`src/verilog/amp_fault_pkg.sv`:
```
// package: register map, field layouts and types of the amplifier fault supervisor
package amp_fault_pkg;
    localparam int          NUM_AXES      = 4;                   // axes served by one amplifier
    localparam int          NUM_PAIRS     = 2;                   // axis pairs sharing a current sense
    // register byte offsets
    localparam logic [7:0]  OFS_CTRL      = 8'h00;               // control bits
    localparam logic [7:0]  OFS_CMD       = 8'h04;               // command strobes
    localparam logic [7:0]  OFS_QUERY     = 8'h08;               // query index select
    localparam logic [7:0]  OFS_RESULT    = 8'h0C;               // query result, read only
    localparam logic [7:0]  OFS_IRQ_STAT  = 8'h10;               // sticky events, write one to clear
    localparam logic [7:0]  OFS_IRQ_MASK  = 8'h14;               // event enables
    localparam logic [7:0]  OFS_STATE     = 8'h18;               // live amplifier state
    // control bit positions
    localparam int          CTRL_OE_LSB   = 0;                   // off-on-error per axis, 4 bits
    localparam int          CTRL_P120_LSB = 4;                   // 120 degree phasing per axis
    localparam int          CTRL_HANDLER  = 8;                   // handler label present
    localparam int          CTRL_THREAD0  = 9;                   // thread zero running
    // command bit positions
    localparam int          CMD_DISABLE   = 0;                   // drive disable command
    localparam int          CMD_ENABLE    = 1;                   // axis enable command
    localparam int          CMD_RESET     = 2;                   // controller reset command
    // fault bit positions in query index 0
    localparam int          F_UNDER_V     = 0;                   // supply under-voltage
    localparam int          F_OVER_V      = 1;                   // supply over-voltage
    localparam int          F_OVER_I      = 2;                   // over-current latched
    localparam int          F_OVER_T      = 3;                   // over-temperature latched
    // event bit positions in the interrupt status
    localparam int          EV_LOCKOUT    = 0;                   // lockout asserted
    localparam int          EV_HALL       = 1;                   // hall error appeared
    localparam int          EV_UNDER_V    = 2;                   // under-voltage appeared
    localparam int          EV_OVER_I     = 3;                   // over-current trip
    localparam int          EV_OVER_T     = 4;                   // over-temperature trip
    localparam int          EV_HANDLER    = 5;                   // handler dispatched
    localparam int          EV_W          = 6;                   // event count
    // reset values
    localparam logic [9:0]  CTRL_RST      = 10'h000;             // control after reset
    localparam logic [5:0]  MASK_RST      = 6'h00;               // all events masked
    // recovery wait after drive disable, in ms, counted in clocks
    localparam int          CLK_HZ        = 20_000_000;          // system clock rate
    localparam int          WAIT_MS       = 2;                   // wait between disable and enable
    localparam int          WAIT_CYC      = WAIT_MS * (CLK_HZ / 1000); // least wait in cycles

    // comparator inputs that travel together
    typedef struct packed {
        logic                 lockout;    // emergency lockout input
        logic                 under_v;    // supply below 18 V
        logic                 over_v_hi;  // supply above 94 V
        logic                 over_v_lo;  // supply above 90 V
        logic [NUM_PAIRS-1:0] over_i;     // pair current above 40 A
        logic                 over_t;     // heat sink above 80 C
        logic [NUM_AXES-1:0]  cont_lim;   // current over continuous limit
    } sense_t;

    // query index values
    typedef enum logic [1:0] {
        Q_SUPPLY  = 2'b00,                // supply and thermal faults
        Q_HALL    = 2'b01,                // per-axis hall errors
        Q_CONT    = 2'b10,                // continuous limit exceeded
        Q_LOCKOUT = 2'b11                 // lockout state
    } query_t;

    // lockout recovery sequence
    typedef enum logic [1:0] {
        LK_IDLE   = 2'b00,                // no lockout pending
        LK_LOCKED = 2'b01,                // waiting for drive disable
        LK_WAIT   = 2'b10,                // timing the recovery wait
        LK_READY  = 2'b11                 // enable now clears lockout
    } lock_state_t;
endpackage

```
`src/verilog/amp_fault_supervisor.sv`:
```
// amplifier fault supervisor with an AHB-Lite register slave
//
// How it works
// [RULE1] lockout disables amplifier stage in hardware
// [RULE2] lockout sets query 3 and dispatches handler
// [RULE3] host recovers: disable, wait 2, enable
// [RULE4] host should set off-on-error on all axes
// [RULE5] hall 000 or 111 at 120 phasing errors
// [RULE6] query index 0..3 returns eight bits
// [RULE7] index 0 supply, 1 hall, 2 continuous
// [RULE8] fault in thread zero with handler jumps
// [RULE9] reading the query has no side effect
// [RULE10] hall error disables if off-on-error; handler
// [RULE11] under-voltage disables, recovers automatically
// [RULE12] under-voltage at power up triggers handler; code only sets the event, as reset clears CTRL_HANDLER and CTRL_THREAD0
// [RULE13] over-voltage disables above 94, resumes below 90
// [RULE14] over-voltage never latches nor calls handler
// [RULE15] over-current latches until clear and enable
// [RULE16] over-current shutdown is unconditional
// [RULE17] over-temperature disables and calls handler
// [RULE18] over-temperature latched until cool and enable
// [RULE19] comparator inputs synchronised before use
//
// The implementer's own choices: the AHB-Lite register port and the register addresses.
module amp_fault_supervisor
    import amp_fault_pkg::*;
(
    input  wire logic                  i_clock,      // 20 MHz system clock
    input  wire logic                  i_rst,        // synchronous reset, high
    input  wire amp_fault_pkg::sense_t i_sense,      // asynchronous comparator inputs
    input  wire logic [11:0]           i_hall,       // hall inputs, three per axis
    input  wire logic [31:0]           i_haddr,      // bus address
    input  wire logic [1:0]            i_htrans,     // bus transfer type
    input  wire logic                  i_hwrite,     // bus write
    input  wire logic [2:0]            i_hsize,      // bus size
    input  wire logic [31:0]           i_hwdata,     // bus write data
    input  wire logic                  i_hsel,       // slave select
    input  wire logic                  i_hready,     // bus ready in
    output logic      [31:0]           o_hrdata,     // bus read data
    output logic                       o_hreadyout,  // slave ready
    output logic                       o_hresp,      // always okay
    output logic      [3:0]            o_amp_en,     // per-axis amplifier enable
    output logic                       o_handler,    // handler dispatch pulse
    output logic                       o_irq         // level interrupt
);
    import amp_fault_pkg::*;

    // two-stage synchronisers for comparators and hall pins
    sense_t               sense_s1_q;        // first stage, read only by second
    sense_t               sense_q;           // synchronised faults
    logic [11:0]          hall_s1_q;         // first stage of hall pins
    logic [11:0]          hall_q;            // synchronised hall pins

    // always_ff: synchroniser chain
    always_ff @(posedge i_clock)
    begin
        sense_s1_q <= i_sense;               // [RULE19]
        sense_q    <= sense_s1_q;            // [RULE19]
        hall_s1_q  <= i_hall;
        hall_q     <= hall_s1_q;
    end

    // bus address phase capture
    logic                 wr_pend_q;         // write data phase pending
    logic [7:0]           addr_q;            // captured offset
    logic [9:0]           ctrl_q;            // control register
    logic [1:0]           query_q;           // query index
    logic [EV_W-1:0]      stat_q;            // sticky events
    logic [EV_W-1:0]      mask_q;            // event mask
    logic [31:0]          rdata_q;           // read data register
    wire                  access  = i_hsel & i_hready & i_htrans[1];
    wire                  do_wr   = wr_pend_q;
    wire                  wr_ctrl = do_wr & (addr_q == OFS_CTRL);
    wire                  wr_cmd  = do_wr & (addr_q == OFS_CMD);
    wire                  wr_qry  = do_wr & (addr_q == OFS_QUERY);
    wire                  wr_stat = do_wr & (addr_q == OFS_IRQ_STAT);
    wire                  wr_mask = do_wr & (addr_q == OFS_IRQ_MASK);
    wire                  cmd_dis = wr_cmd & i_hwdata[CMD_DISABLE];
    wire                  cmd_en  = wr_cmd & i_hwdata[CMD_ENABLE];
    wire                  cmd_rst = wr_cmd & i_hwdata[CMD_RESET];

    // hall decode: 000 or 111 illegal only with 120 degree phasing
    function automatic logic hall_bad(input logic [2:0] h);
        hall_bad = (h == 3'h0) | (h == 3'h7);
    endfunction

    logic [3:0]           hall_err;          // per-axis hall error
    always_comb
    begin
        for (int a = 0; a < NUM_AXES; a++)
            hall_err[a] = ctrl_q[CTRL_P120_LSB+a] & hall_bad(hall_q[3*a +: 3]); // [RULE5]
    end

    // fault state
    logic                 ov_q;              // over-voltage with hysteresis
    logic                 oi_q;              // over-current latch
    logic                 ot_q;              // over-temperature latch
    logic [3:0]           hall_off_q;        // axes off from hall error
    logic                 uv_prev_q;         // under-voltage last cycle
    logic                 lk_prev_q;         // lockout last cycle
    logic [3:0]           hall_prev_q;       // hall errors last cycle
    lock_state_t          lk_q;              // lockout recovery state
    logic [16:0]          wait_q;            // recovery wait counter
    wire                  oi_any  = |sense_q.over_i;
    wire                  uv      = sense_q.under_v;
    wire                  lock_on = sense_q.lockout | (lk_q != LK_IDLE);
    wire                  uv_rise = uv & ~uv_prev_q;
    wire                  lk_rise = sense_q.lockout & ~lk_prev_q;
    wire                  hl_rise = |(hall_err & ~hall_prev_q);
    wire                  oi_trip = oi_any & ~oi_q;
    wire                  ot_trip = sense_q.over_t & ~ot_q;
    wire                  restart = cmd_en | cmd_rst;
    // handler needs label and a thread zero program; over-voltage never calls it
    wire                  run_hdl = ctrl_q[CTRL_HANDLER] & ctrl_q[CTRL_THREAD0];   // [RULE8]
    wire                  hdl_ev  = run_hdl & (lk_rise | hl_rise | uv_rise | ot_trip); // [RULE14]
    wire                  global_off = lock_on | uv | ov_q | oi_q | ot_q;

    // always_ff: over-voltage hysteresis and fault latches
    always_ff @(posedge i_clock)
    begin
        if (i_rst)
        begin
            ov_q        <= 1'b0;
            oi_q        <= 1'b0;
            ot_q        <= 1'b0;
            hall_off_q  <= 4'h0;
            uv_prev_q   <= 1'b0;             // power-up under-voltage counts as an edge
            lk_prev_q   <= 1'b0;
            hall_prev_q <= 4'h0;
        end
        else
        begin
            // set above 94 V, clear below 90 V; never latched
            if (sense_q.over_v_hi)
                ov_q <= 1'b1;                // [RULE13]
            else if (!sense_q.over_v_lo)
                ov_q <= 1'b0;                // [RULE13] [RULE14]
            // over-current latch, no setting gates it
            if (oi_any)
                oi_q <= 1'b1;                // [RULE15] [RULE16]
            else if (restart)
                oi_q <= 1'b0;                // [RULE15]
            // over-temperature latch
            if (sense_q.over_t)
                ot_q <= 1'b1;                // [RULE17]
            else if (restart)
                ot_q <= 1'b0;                // [RULE18]
            // hall disable needs off-on-error; enable clears once healthy
            for (int a = 0; a < NUM_AXES; a++)
            begin
                if (hall_err[a] & ctrl_q[CTRL_OE_LSB+a])
                    hall_off_q[a] <= 1'b1;   // [RULE10]
                else if (restart)
                    hall_off_q[a] <= 1'b0;
            end
            uv_prev_q   <= uv;               // [RULE12]
            lk_prev_q   <= sense_q.lockout;
            hall_prev_q <= hall_err;
        end
    end

    // always_ff: lockout recovery sequence
    always_ff @(posedge i_clock)
    begin
        if (i_rst)
        begin
            lk_q   <= LK_IDLE;
            wait_q <= 17'h00000;
        end
        else if (cmd_rst)
        begin
            lk_q   <= sense_q.lockout ? LK_LOCKED : LK_IDLE;
            wait_q <= 17'h00000;
        end
        else
        begin
            case (lk_q)
                LK_IDLE:
                    if (sense_q.lockout)
                        lk_q <= LK_LOCKED;   // [RULE1]
                LK_LOCKED:
                    if (cmd_dis & ~sense_q.lockout)
                    begin
                        lk_q   <= LK_WAIT;   // [RULE3]
                        wait_q <= 17'h00000;
                    end
                LK_WAIT:
                    if (sense_q.lockout)
                        lk_q <= LK_LOCKED;
                    else if (wait_q == 17'(WAIT_CYC - 1))
                        lk_q <= LK_READY;    // [RULE3]
                    else
                        wait_q <= wait_q + 17'h00001;
                LK_READY:
                    if (sense_q.lockout)
                        lk_q <= LK_LOCKED;
                    else if (cmd_en)
                        lk_q <= LK_IDLE;     // [RULE3]
                default:
                    lk_q <= LK_IDLE;
            endcase
        end
    end

    // query result selection, pure read
    wire [7:0]  q_sup  = {4'h0, ot_q, oi_q, ov_q, uv};
    wire [7:0]  q_res  = (query_q == Q_SUPPLY) ? q_sup :             // [RULE7]
                         (query_q == Q_HALL)   ? {4'h0, hall_err} :  // [RULE7]
                         (query_q == Q_CONT)   ? {4'h0, sense_q.cont_lim} : // [RULE7]
                                                 {7'h00, lock_on};   // [RULE2]
    wire [EV_W-1:0] ev = {hdl_ev, ot_trip, oi_trip, uv_rise, hl_rise, lk_rise};
    wire [31:0] rd_mux = (i_haddr[7:0] == OFS_CTRL)     ? {22'h0, ctrl_q} :
                         (i_haddr[7:0] == OFS_QUERY)    ? {30'h0, query_q} :
                         (i_haddr[7:0] == OFS_RESULT)   ? {24'h0, q_res} :   // [RULE6]
                         (i_haddr[7:0] == OFS_IRQ_STAT) ? {26'h0, stat_q} :
                         (i_haddr[7:0] == OFS_IRQ_MASK) ? {26'h0, mask_q} :
                         (i_haddr[7:0] == OFS_STATE)    ? {24'h0, o_amp_en, 3'h0,
                                                           global_off} :
                                                          32'h0000_0000;

    // always_ff: bus slave and registers
    always_ff @(posedge i_clock)
    begin
        if (i_rst)
        begin
            wr_pend_q <= 1'b0;
            addr_q    <= 8'h00;
            ctrl_q    <= CTRL_RST;
            query_q   <= 2'b00;
            stat_q    <= '0;
            mask_q    <= MASK_RST;
            rdata_q   <= 32'h0000_0000;
        end
        else
        begin
            wr_pend_q <= access & i_hwrite;
            addr_q    <= i_haddr[7:0];
            // reads load data only; nothing else changes
            if (access & ~i_hwrite)
                rdata_q <= rd_mux;           // [RULE9]
            if (wr_ctrl)
                ctrl_q <= i_hwdata[9:0];
            if (wr_qry)
                query_q <= i_hwdata[1:0];    // [RULE6]
            if (wr_mask)
                mask_q <= i_hwdata[EV_W-1:0];
            // new events win over a write-one clear
            stat_q <= (stat_q & ~(wr_stat ? i_hwdata[EV_W-1:0] : '0)) | ev;
        end
    end

    // always_ff: registered outputs
    always_ff @(posedge i_clock)
    begin
        if (i_rst)
        begin
            o_amp_en  <= 4'h0;
            o_handler <= 1'b0;
            o_irq     <= 1'b0;
        end
        else
        begin
            o_amp_en  <= ~({4{global_off}} | hall_off_q); // [RULE1] [RULE11] [RULE16]
            o_handler <= hdl_ev;             // [RULE2] [RULE8] [RULE12] [RULE17]
            o_irq     <= |(stat_q & mask_q);
        end
    end

    assign o_hrdata    = rdata_q;
    assign o_hreadyout = 1'b1;
    assign o_hresp     = 1'b0;

    // checks
    a_lockout_disable: assert property (@(posedge i_clock) disable iff (i_rst) // [RULE1]
        sense_q.lockout |=> (o_amp_en == 4'h0))
        else $error("lockout did not disable amplifier");
    a_overcur_latch: assert property (@(posedge i_clock) disable iff (i_rst) // [RULE15]
        (oi_q & ~restart) |=> oi_q)
        else $error("over-current latch dropped without enable");
    a_overcur_any: assert property (@(posedge i_clock) disable iff (i_rst) // [RULE16]
        oi_any |-> ##3 (o_amp_en == 4'h0))
        else $error("over-current did not disable");
    a_ov_no_handler: assert property (@(posedge i_clock) disable iff (i_rst) // [RULE14]
        (sense_q.over_v_hi & ~(lk_rise | hl_rise | uv_rise | ot_trip)) |=> ~o_handler)
        else $error("over-voltage dispatched the handler");
    a_undervolt_off: assert property (@(posedge i_clock) disable iff (i_rst) // [RULE11]
        uv |=> (o_amp_en == 4'h0))
        else $error("under-voltage did not disable");
    a_overtemp_hold: assert property (@(posedge i_clock) disable iff (i_rst) // [RULE18]
        (ot_q & ~restart) |=> ot_q)
        else $error("over-temperature latch dropped");
    a_query_lockout: assert property (@(posedge i_clock) disable iff (i_rst) // [RULE2]
        (query_q == Q_LOCKOUT & sense_q.lockout) |-> q_res[0])
        else $error("query 3 missed lockout");
    a_hall_detect: assert property (@(posedge i_clock) disable iff (i_rst) // [RULE5]
        (ctrl_q[CTRL_P120_LSB+1] & hall_q[5:3] == 3'h7) |-> hall_err[1])
        else $error("hall 111 not flagged");
    a_read_clean: assert property (@(posedge i_clock) disable iff (i_rst) // [RULE9]
        (access & ~i_hwrite & ~|ev) |=> ($stable(ctrl_q) & $stable(stat_q)))
        else $error("read changed state");
    c_lockout: cover property (@(posedge i_clock) lk_q == LK_READY ##1 lk_q == LK_IDLE);
    c_overcur: cover property (@(posedge i_clock) oi_trip);
    c_handler: cover property (@(posedge i_clock) o_handler);
endmodule // amp_fault_supervisor
```
`config.mk`:
```
export PLATFORM = sky130hd
export DESIGN_NAME = amp_fault_supervisor
export DESIGN_NICKNAME = d
export VERILOG_FILES = /design/src/verilog/amp_fault_pkg.sv /design/src/verilog/amp_fault_supervisor.sv
export SDC_FILE = /design/constraint.sdc
export NUM_CORES = 1
export LEC_CHECK = 0
export BUFFER_PORTS_ARGS = -buffer_cell sky130_fd_sc_hd__buf_4
export CORE_MARGIN = 4
export CORE_UTILIZATION = 55
export DETAILED_ROUTE_END_ITERATION = 10
export PLACE_DENSITY = 0.84
export SLEW_MARGIN = 25
export SYNTH_ARGS = -nofsm -noshare
export SYNTH_HDL_FRONTEND = slang
export SYNTH_SLANG_ARGS = --single-unit
```
`constraint.sdc`:
```
create_clock -name i_clock -period 5.25 [get_ports i_clock]
set_input_delay 0 -clock i_clock [delete_from_list [all_inputs] [get_ports i_clock]]
set_output_delay 0 -clock i_clock [all_outputs]
set_load 0.02 [all_outputs]
```
==> impl_results.md, run 1 <==
* Outcome: finished clean
* Synth top area cells: dfxtp_1, mux2i_1, nor2_1, buf_4, a21oi_1
* Post-synth top flop: dfxtp_1
* Largest net degree at the start of global routing at 54
* Share of post-route cells with drive strength above 1 at ~18%
* R2r startpoint: addr_q[5]
* Max-slew headroom at a little under 30%
* Pre-CTS setup slack at about 2.9 ns
* Crit start category: register
* Pwr/cell area at around 360 nW/um^2
* Synthesized instance count at 505
* Clock Path Buffers at 2
* Initial antenna violation count at 0
* VDD IR max at approximately 0.00031 V
* GRT overflow at 0
* Worst clock skew at around 0.016 ns
* DRC at 0
* FF/Latch Area at roughly 2500 um^2
* Peak Freq at 0.356 GHz
* GP Congestion at just under 0.9
* DIE HEIGHT at between 100 and 150 um
* Yosys top cell by area: dfxtp_1
* Total Die Area at roughly 10000 um^2
* Most common cell in the synthesized netlist: dfxtp_1
* Critical path class: register to register
* Worst path cell trace: nor4_2 -> nand2_1 -> nor2_2 -> mux2i_1 -> nor2_1 -> dlygate4sd3_1
* LEAKAGE at between 2 and 3 nW
* Gr usage total at 26.0%
* Async set-reset flop share out of synthesis at 0%
* Worst Hold Depth at 2
* Synthesized area at approximately 4800 um^2
* Standard-cell rows at 33
* Post-DRT Antenna Nets at 0
* Worst Tran Pin Value at roughly 1.1 ns
* Via density per instance at approximately 5.7
* RR Endpoint: ctrl_q[8]
* RSZ-0062 raised after global routing: no
* Fill cells at ~540
* Avg WL per Cell at 17.6 um
* Area occupied by multi-input gates at ~2100 um^2
* R2R cell count at 6
* Hpwl dp at approximately 7.5 mm
* CP Buf/Inv Count at 1
* Worst hold path startpoint: i_sense[4]
* Hold endpoint: sense_s1_q[4]
* Clock latency on the worst-skew pair at around 0.54 ns
* Final setup fails at 0
* Setup TNS at 0 ns
* Core Box Area at ~8400 um^2
* DR vias at between 4000 and 5000
* Top-area cell type share of the netlist area at between 50% and 60%
* Period minus WS final at roughly 2.8 ns
* Synth unique cells at 60
* DRT Pass-1 Iters at 5
* Top post-synthesis cells by count: dfxtp_1, nor2_1, nand2_1, a21oi_1, mux2i_1
* First-pass GRT wire length at roughly 20 mm
* Top Ports at roughly 140
* Seq/Total Area, Yosys at 52.7%
* Post-route cell area at approximately 6400 um^2
* Initial Utilization at between 50% and 60%
* Critical-path maximum fanout at 10
* Post-Route WL at 12.9 mm
* N_diodes at 0
* Warnings from Yosys at 0
* Cell Area, Placed at 5250 um^2
* Hold Violations, Final at 0
* Number of max-cap violations at 0
* CP top delay family: simple AND/OR/NAND/NOR gates
* R2R Setup Slk at around 2.4 ns
* Syn_area_per_cell at roughly 9.6 um^2
* Synthesized flop and latch total at 127
* Final Net Count at 716
* Critical Path AT at between 3 and 4 ns
* Number of clock sinks at around 130
* Area delta synth->final at 31.9%
* Final WS setup at approximately 2.4 ns
* 1st-iter DRT viols at 498
* Hold Path Class: primary input to register
* Final Max Tran Viols at 0
* CP Capture Type: register
* Data required, critical path at about 5.7 ns
* Post-synth EDFFs at 0
* CTS tree: done
* H-Tree Depth at 4
* Die width at between 100 and 150 um
* Fin crit share at between 50 and 60%
* CTS clk-pin slew, worst paths at roughly 0.070 ns
* CTS Buf Count at 17
* CP max stage delay at roughly 0.63 ns
* Buffers on Ports at 62
* Root Buffer: clkbuf_8
* Slowest stage cell, crit path: nor2_2
* Number of global-route vias before repair at between 4000 and 5000
how the worst max path moves through the flow:
stage	cells past startpoint	slack, ns	from	end
finish	6	2.44	addr_q[5]	ctrl_q[8]
global route	6	2.30	addr_q[5]	ctrl_q[8]
CTS	6	2.51	addr_q[5]	ctrl_q[6]
detailed placement	5	2.88	addr_q[5]	wait_q[16]
global placement	4	2.85	addr_q[1]	stat_q[5]
floorplan	6	3.23	wait_q[8]	wait_q[1]
power by group:
part	switching (mW)	internal [mW]
logic	0.0704	0.0649
clock network	0.516	0.614
registers	0.0173	0.993
total	0.603	1.67
cell usage in the layout, fill, tap and decap left out, types with 3 or more instances in the layout:
master / n
nand2_1: 35
conb_1: 24
nor3_1: 7
nor4_1: 4
or3_1: 8
a31o_2: 3
inv_6: 3
a21o_1: 4
and3_1: 5
a211oi_1: 7
nor2b_1: 12
nand3_1: 20
nor3b_1: 3
mux2i_1: 25
or4_1: 3
inv_8: 6
clkinvlp_4: 3
nor2_1: 61
inv_1: 10
a31oi_1: 7
o21ai_0: 15
nand2b_1: 11
dfxtp_1: 127
o31ai_1: 3
nand4_1: 5
xnor2_1: 6
clkbuf_16: 16
buf_4: 62
a21oi_1: 32
clkinv_8: 3
a22oi_1: 6
dlygate4sd3_1: 54
cell families (layout without fill, tap and decap cells):
| logic type | count (synthesis) | in the layout | share of synthesized area, % |
|---|---|---|---|
| buffers and inverters | 54 | 158 | 6.25 |
| AND/OR/NAND/NOR | 196 | 196 | 21.2 |
| other | 2 | 24 | 0.156 |
| AO/OA/AOI/OAI | 92 | 92 | 12.5 |
| multiplexers | 26 | 26 | 5.65 |
| flip-flops | 127 | 127 | 52.7 |
| adder cells (fa/ha/maj) | 1 | 1 | 0.259 |
| XOR/XNOR | 7 | 7 | 1.27 |
final cells by class:
type	count	share of cell area, %
Clock buffer	17	6.50
Clock inverter	15	2.59
Inverter	10	0.589
Multi-Input combinational cell	346	32.5
Sequential cell	127	39.9
Tap cell	105	2.06
Timing Repair Buffer	116	15.8
what timing repair did:
item | CTS | global route
hold buffers | 54 | 0
resized for setup | 0 | 0
hold endpoints to repair | 79 | 0
setup endpoints to repair | 0 | 0
setup buffers | 0 | 0
through the flow:
step	util (%)	std cells	total power, mW	hold WS, ns
after CTS	76.0	736	2.28	0.0531
after floorplan	-	527	1.10	0.0277
final	76.0	736	2.28	0.101
after detailed placement	62.6	650	1.13	0.106
after global placement	62.5	650	1.13	0.105
after global routing	76.0	736	2.35	0.0892
per-layer routing:
metal	track usage, %	vias to the layer above	part of all wire (%)
li1	-	1964	-
met1	29.5	1941	37
met2	45.1	253	51
met3	7.64	30	9.2
met4	12.1	0	2.5
met5	0	-	0
registers in the layout (all words and copies together) (netlist names), 6 cells and up:
name	flops
addr_q	8
sense_s1_q	11
ctrl_q	10
wait_q	17
sense_q	10
o_hrdata	10
hall_s1_q	12
mask_q	6
stat_q	6
hall_q	12
Power figures use the tool's default switching activity.
==> inputs of run 2 (changes only) <==
CORE_UTILIZATION = 51   (was 55)
PLACE_DENSITY = 0.78   (was 0.84)
clock period = 2.6 ns   (was 5.25 ns; I/O delays follow)
==> impl_results.md, run 2 (same netlist as run 1, synthesis figures left out) <==
* Outcome: finished clean
* Setup crit start: addr_q[1]
* Hold Violations, Final at 0 (unchanged)
* DIE HEIGHT at 105 um (+3.5%)
* Standard-cell rows at 35 (+6.1%)
* H-Tree Depth at 4 (unchanged)
* Commonest non-fill, non-tap cells in the layout: dfxtp_1, buf_4, nor2_1, dlygate4sd3_1, nand2_1
* Fill cells at 617 (+15%)
* Clock latency on the worst-skew pair at 0.52 ns (-0.02 ns)
* Worst Tran Pin Value at 0.951 ns (-0.0989 ns)
* Period minus WS final at 2.45 ns (-0.362 ns)
* Top Ports at 137 (unchanged)
* Initial Utilization at 52.2% (-5.3 points)
* Post-DRT Antenna Nets at 0 (unchanged)
* Worst Hold Depth at 2 (unchanged)
* Clock power share at 49.3% (-0.3 points)
* Worst hold path startpoint: i_hall[8]
* Setup TNS at 0 ns (unchanged)
* Final Max Tran Viols at 0 (unchanged)
* R2R Setup Slk at 0.15 ns (-2.29 ns)
* Flop pwr share at 44.8% (+0.4 points)
* Crit start category: register
* Die width at 105 um (+3.5%)
* Worst path cell trace: or4b_2 -> nor3_1 -> nand2_2 -> mux2i_1 -> nor2_1 -> dlygate4sd3_1
* R2r startpoint: addr_q[1]
* CP max stage delay at 0.70 ns (+0.07 ns)
* GP Congestion at 0.854 (-1.5%)
* Data required, critical path at 3.00 ns (-2.67 ns)
* RR Endpoint: mask_q[5]
* Fin crit share at 94.3% (+41 points)
* Slowest stage cell, crit path: or4b_2
* Combinational Power Share at 6.0% (about the same)
* Gr usage total at 22.0% (-4.1 points)
* Pre-CTS setup slack at 0.427 ns (-2.45 ns)
* GRT overflow at 0 (unchanged)
* Number of clock sinks at 127 (unchanged)
* First-pass GRT wire length at 19.6 mm (-3.8%)
* GR met1 Demand/Resource at 27.3% (-2.1 points)
* Final setup fails at 0 (unchanged)
* Initial antenna violation count at 0 (unchanged)
* Total Die Area at 11100 um^2 (+7.2%)
* LEAKAGE at 2.63 nW (+2.0%)
* Largest register by flop count: wait_q
* CP Buf/Inv Count at 1 (unchanged)
* Critical Path AT at 2.85 ns (-0.38 ns)
* DRC at 0 (unchanged)
* Number of global-route vias before repair at 4118 (-1.1%)
* Postcts setup bufs at 0 (unchanged)
* Total Power at 4.55 mW (+100%)
* Core Box Area at 9240 um^2 (+10%)
* CP top delay family: simple AND/OR/NAND/NOR gates
* Switching fraction of total power at 25.8% (-0.73 points)
* Hold Path Class: primary input to register
* CTS clk-pin slew, worst paths at 0.07 ns (about the same)
* VDD IR max at 0.000584 V (+88%)
* Top flop regs: wait_q x17, hall_q x12, hall_s1_q x12
* DRT Pass-1 Iters at 5 (unchanged)
* Via density per instance at 5.34 (-6.1%)
* RSZ-0062 raised after global routing: no
* N_diodes at 0 (unchanged)
* Largest net degree at the start of global routing at 54 (unchanged)
* Largest register FFs at 17 (unchanged)
* Critical path class: register to register
* Worst clock skew at 0.0171 ns (+0.00105 ns)
* Critical-path maximum fanout at 6 (-4)
* CTS tree: done
* Top Usage Layer GRT: met2
* Area occupied by multi-input gates at 2070 um^2 (-0.18%)
* Avg WL per Cell at 15.4 um (-12%)
* Cell internal pwr at 3.38 mW (+100%)
* DR vias at 4108 (-1.9%)
* Final Net Count at 725 (+1.3%)
* Hold endpoint: hall_s1_q[8]
* Hpwl dp at 7.24 mm (-4.1%)
* Area delta synth->final at 33.9%
* Root Buffer: clkbuf_8
* Post-Route WL at 11.8 mm (-8.4%)
* Clock Path Buffers at 2 (unchanged)
* CTS Buf Count at 17 (unchanged)
* Most common cell after layout, fill and taps aside: dfxtp_1
* GR Layer Usage met2 at 36.2% (-8.9 points)
* FF/Latch Area at 2540 um^2 (unchanged)
* Buffers on Ports at 62 (unchanged)
* Number of max-cap violations at 0 (unchanged)
* Peak Freq at 0.408 GHz (+15%)
* R2R cell count at 6 (unchanged)
* M3 GR Usage at 6.67% (-0.97 points)
* Final WS setup at 0.149 ns (-2.29 ns)
* Max-slew headroom at 35.9% (+6.6 points)
* Share of post-route cells with drive strength above 1 at 18.8% (+1.0 points)
* Sw power at 1.17 mW (+95%)
* Pwr/cell area at 705 nW/um^2 (+97%)
* CP Capture Type: register
* 1st-iter DRT viols at 324 (-35%)
run 2: layout make-up:
cell class	instances	area share [%]
clock buffers	17	6.41
clock inverters	15	2.54
inverters	10	0.581
multi-input cells	346	32.0
flip-flops and latches	127	39.3
well taps	129	2.50
repair buffers	125	16.6
run 2: power groups by stage:
stage | logic, mW | clock network, mW | registers, mW
final | 0.273 | 2.24 | 2.04
after global routing | 0.294 | 2.36 | 2.04
after CTS | 0.264 | 2.27 | 2.04
after detailed placement | 0.204 | 0 | 2.08
after global placement | 0.200 | 0 | 2.08
after floorplan | 0.146 | 0 | 2.07
run 2: timing repair:
action | CTS | global route
hold endpoints to repair | 79 | 0
setup endpoints to repair | 0 | 2
resized for setup | 0 | 1
hold buffers | 55 | 0
run 2: worst max-delay path by stage:
stage | to | slack [ns] | depth (start not counted)
2_1_floorplan | wait_q[1] | 0.58 | 6
3_3_place_gp | wait_q[1] | 0.51 | 6
3_5_place_dp | wait_q[1] | 0.43 | 6
4_1_cts | mask_q[3] | 0.13 | 6
5_1_grt | mask_q[5] | 0.04 | 6
6_report | mask_q[5] | 0.15 | 6
run 2: per-layer routing:
| layer | vias up | share of wire, % | wire length (um) |
|---|---|---|---|
| met4 | 0 | 1.7 | 204 |
| met2 | 181 | 48 | 5630 |
| met1 | 1924 | 43 | 5140 |
| met3 | 24 | 7.3 | 869 |
| li1 | 1979 | - | - |
| met5 | - | 0 | 0 |
run 2: metrics by stage:
stage,hold slack [ns],cells,utilization [%],area [um^2]
6_report,0.124,769,70.0,6460
5_1_grt,0.108,769,70.0,6460
3_5_place_dp,0.106,682,57.7,5330
2_1_floorplan,0.0277,527,-,4910
4_1_cts,0.0776,769,69.9,6460
3_3_place_gp,0.104,682,57.7,5330
run 2: worst reg2reg max path, stage by stage (launching register included):
cell           delay [ns]
dfxtp_1              0.33
or4b_2               0.70
nor3_1               0.26
nand2_2              0.21
mux2i_1              0.19
nor2_1               0.05
dlygate4sd3_1        0.58
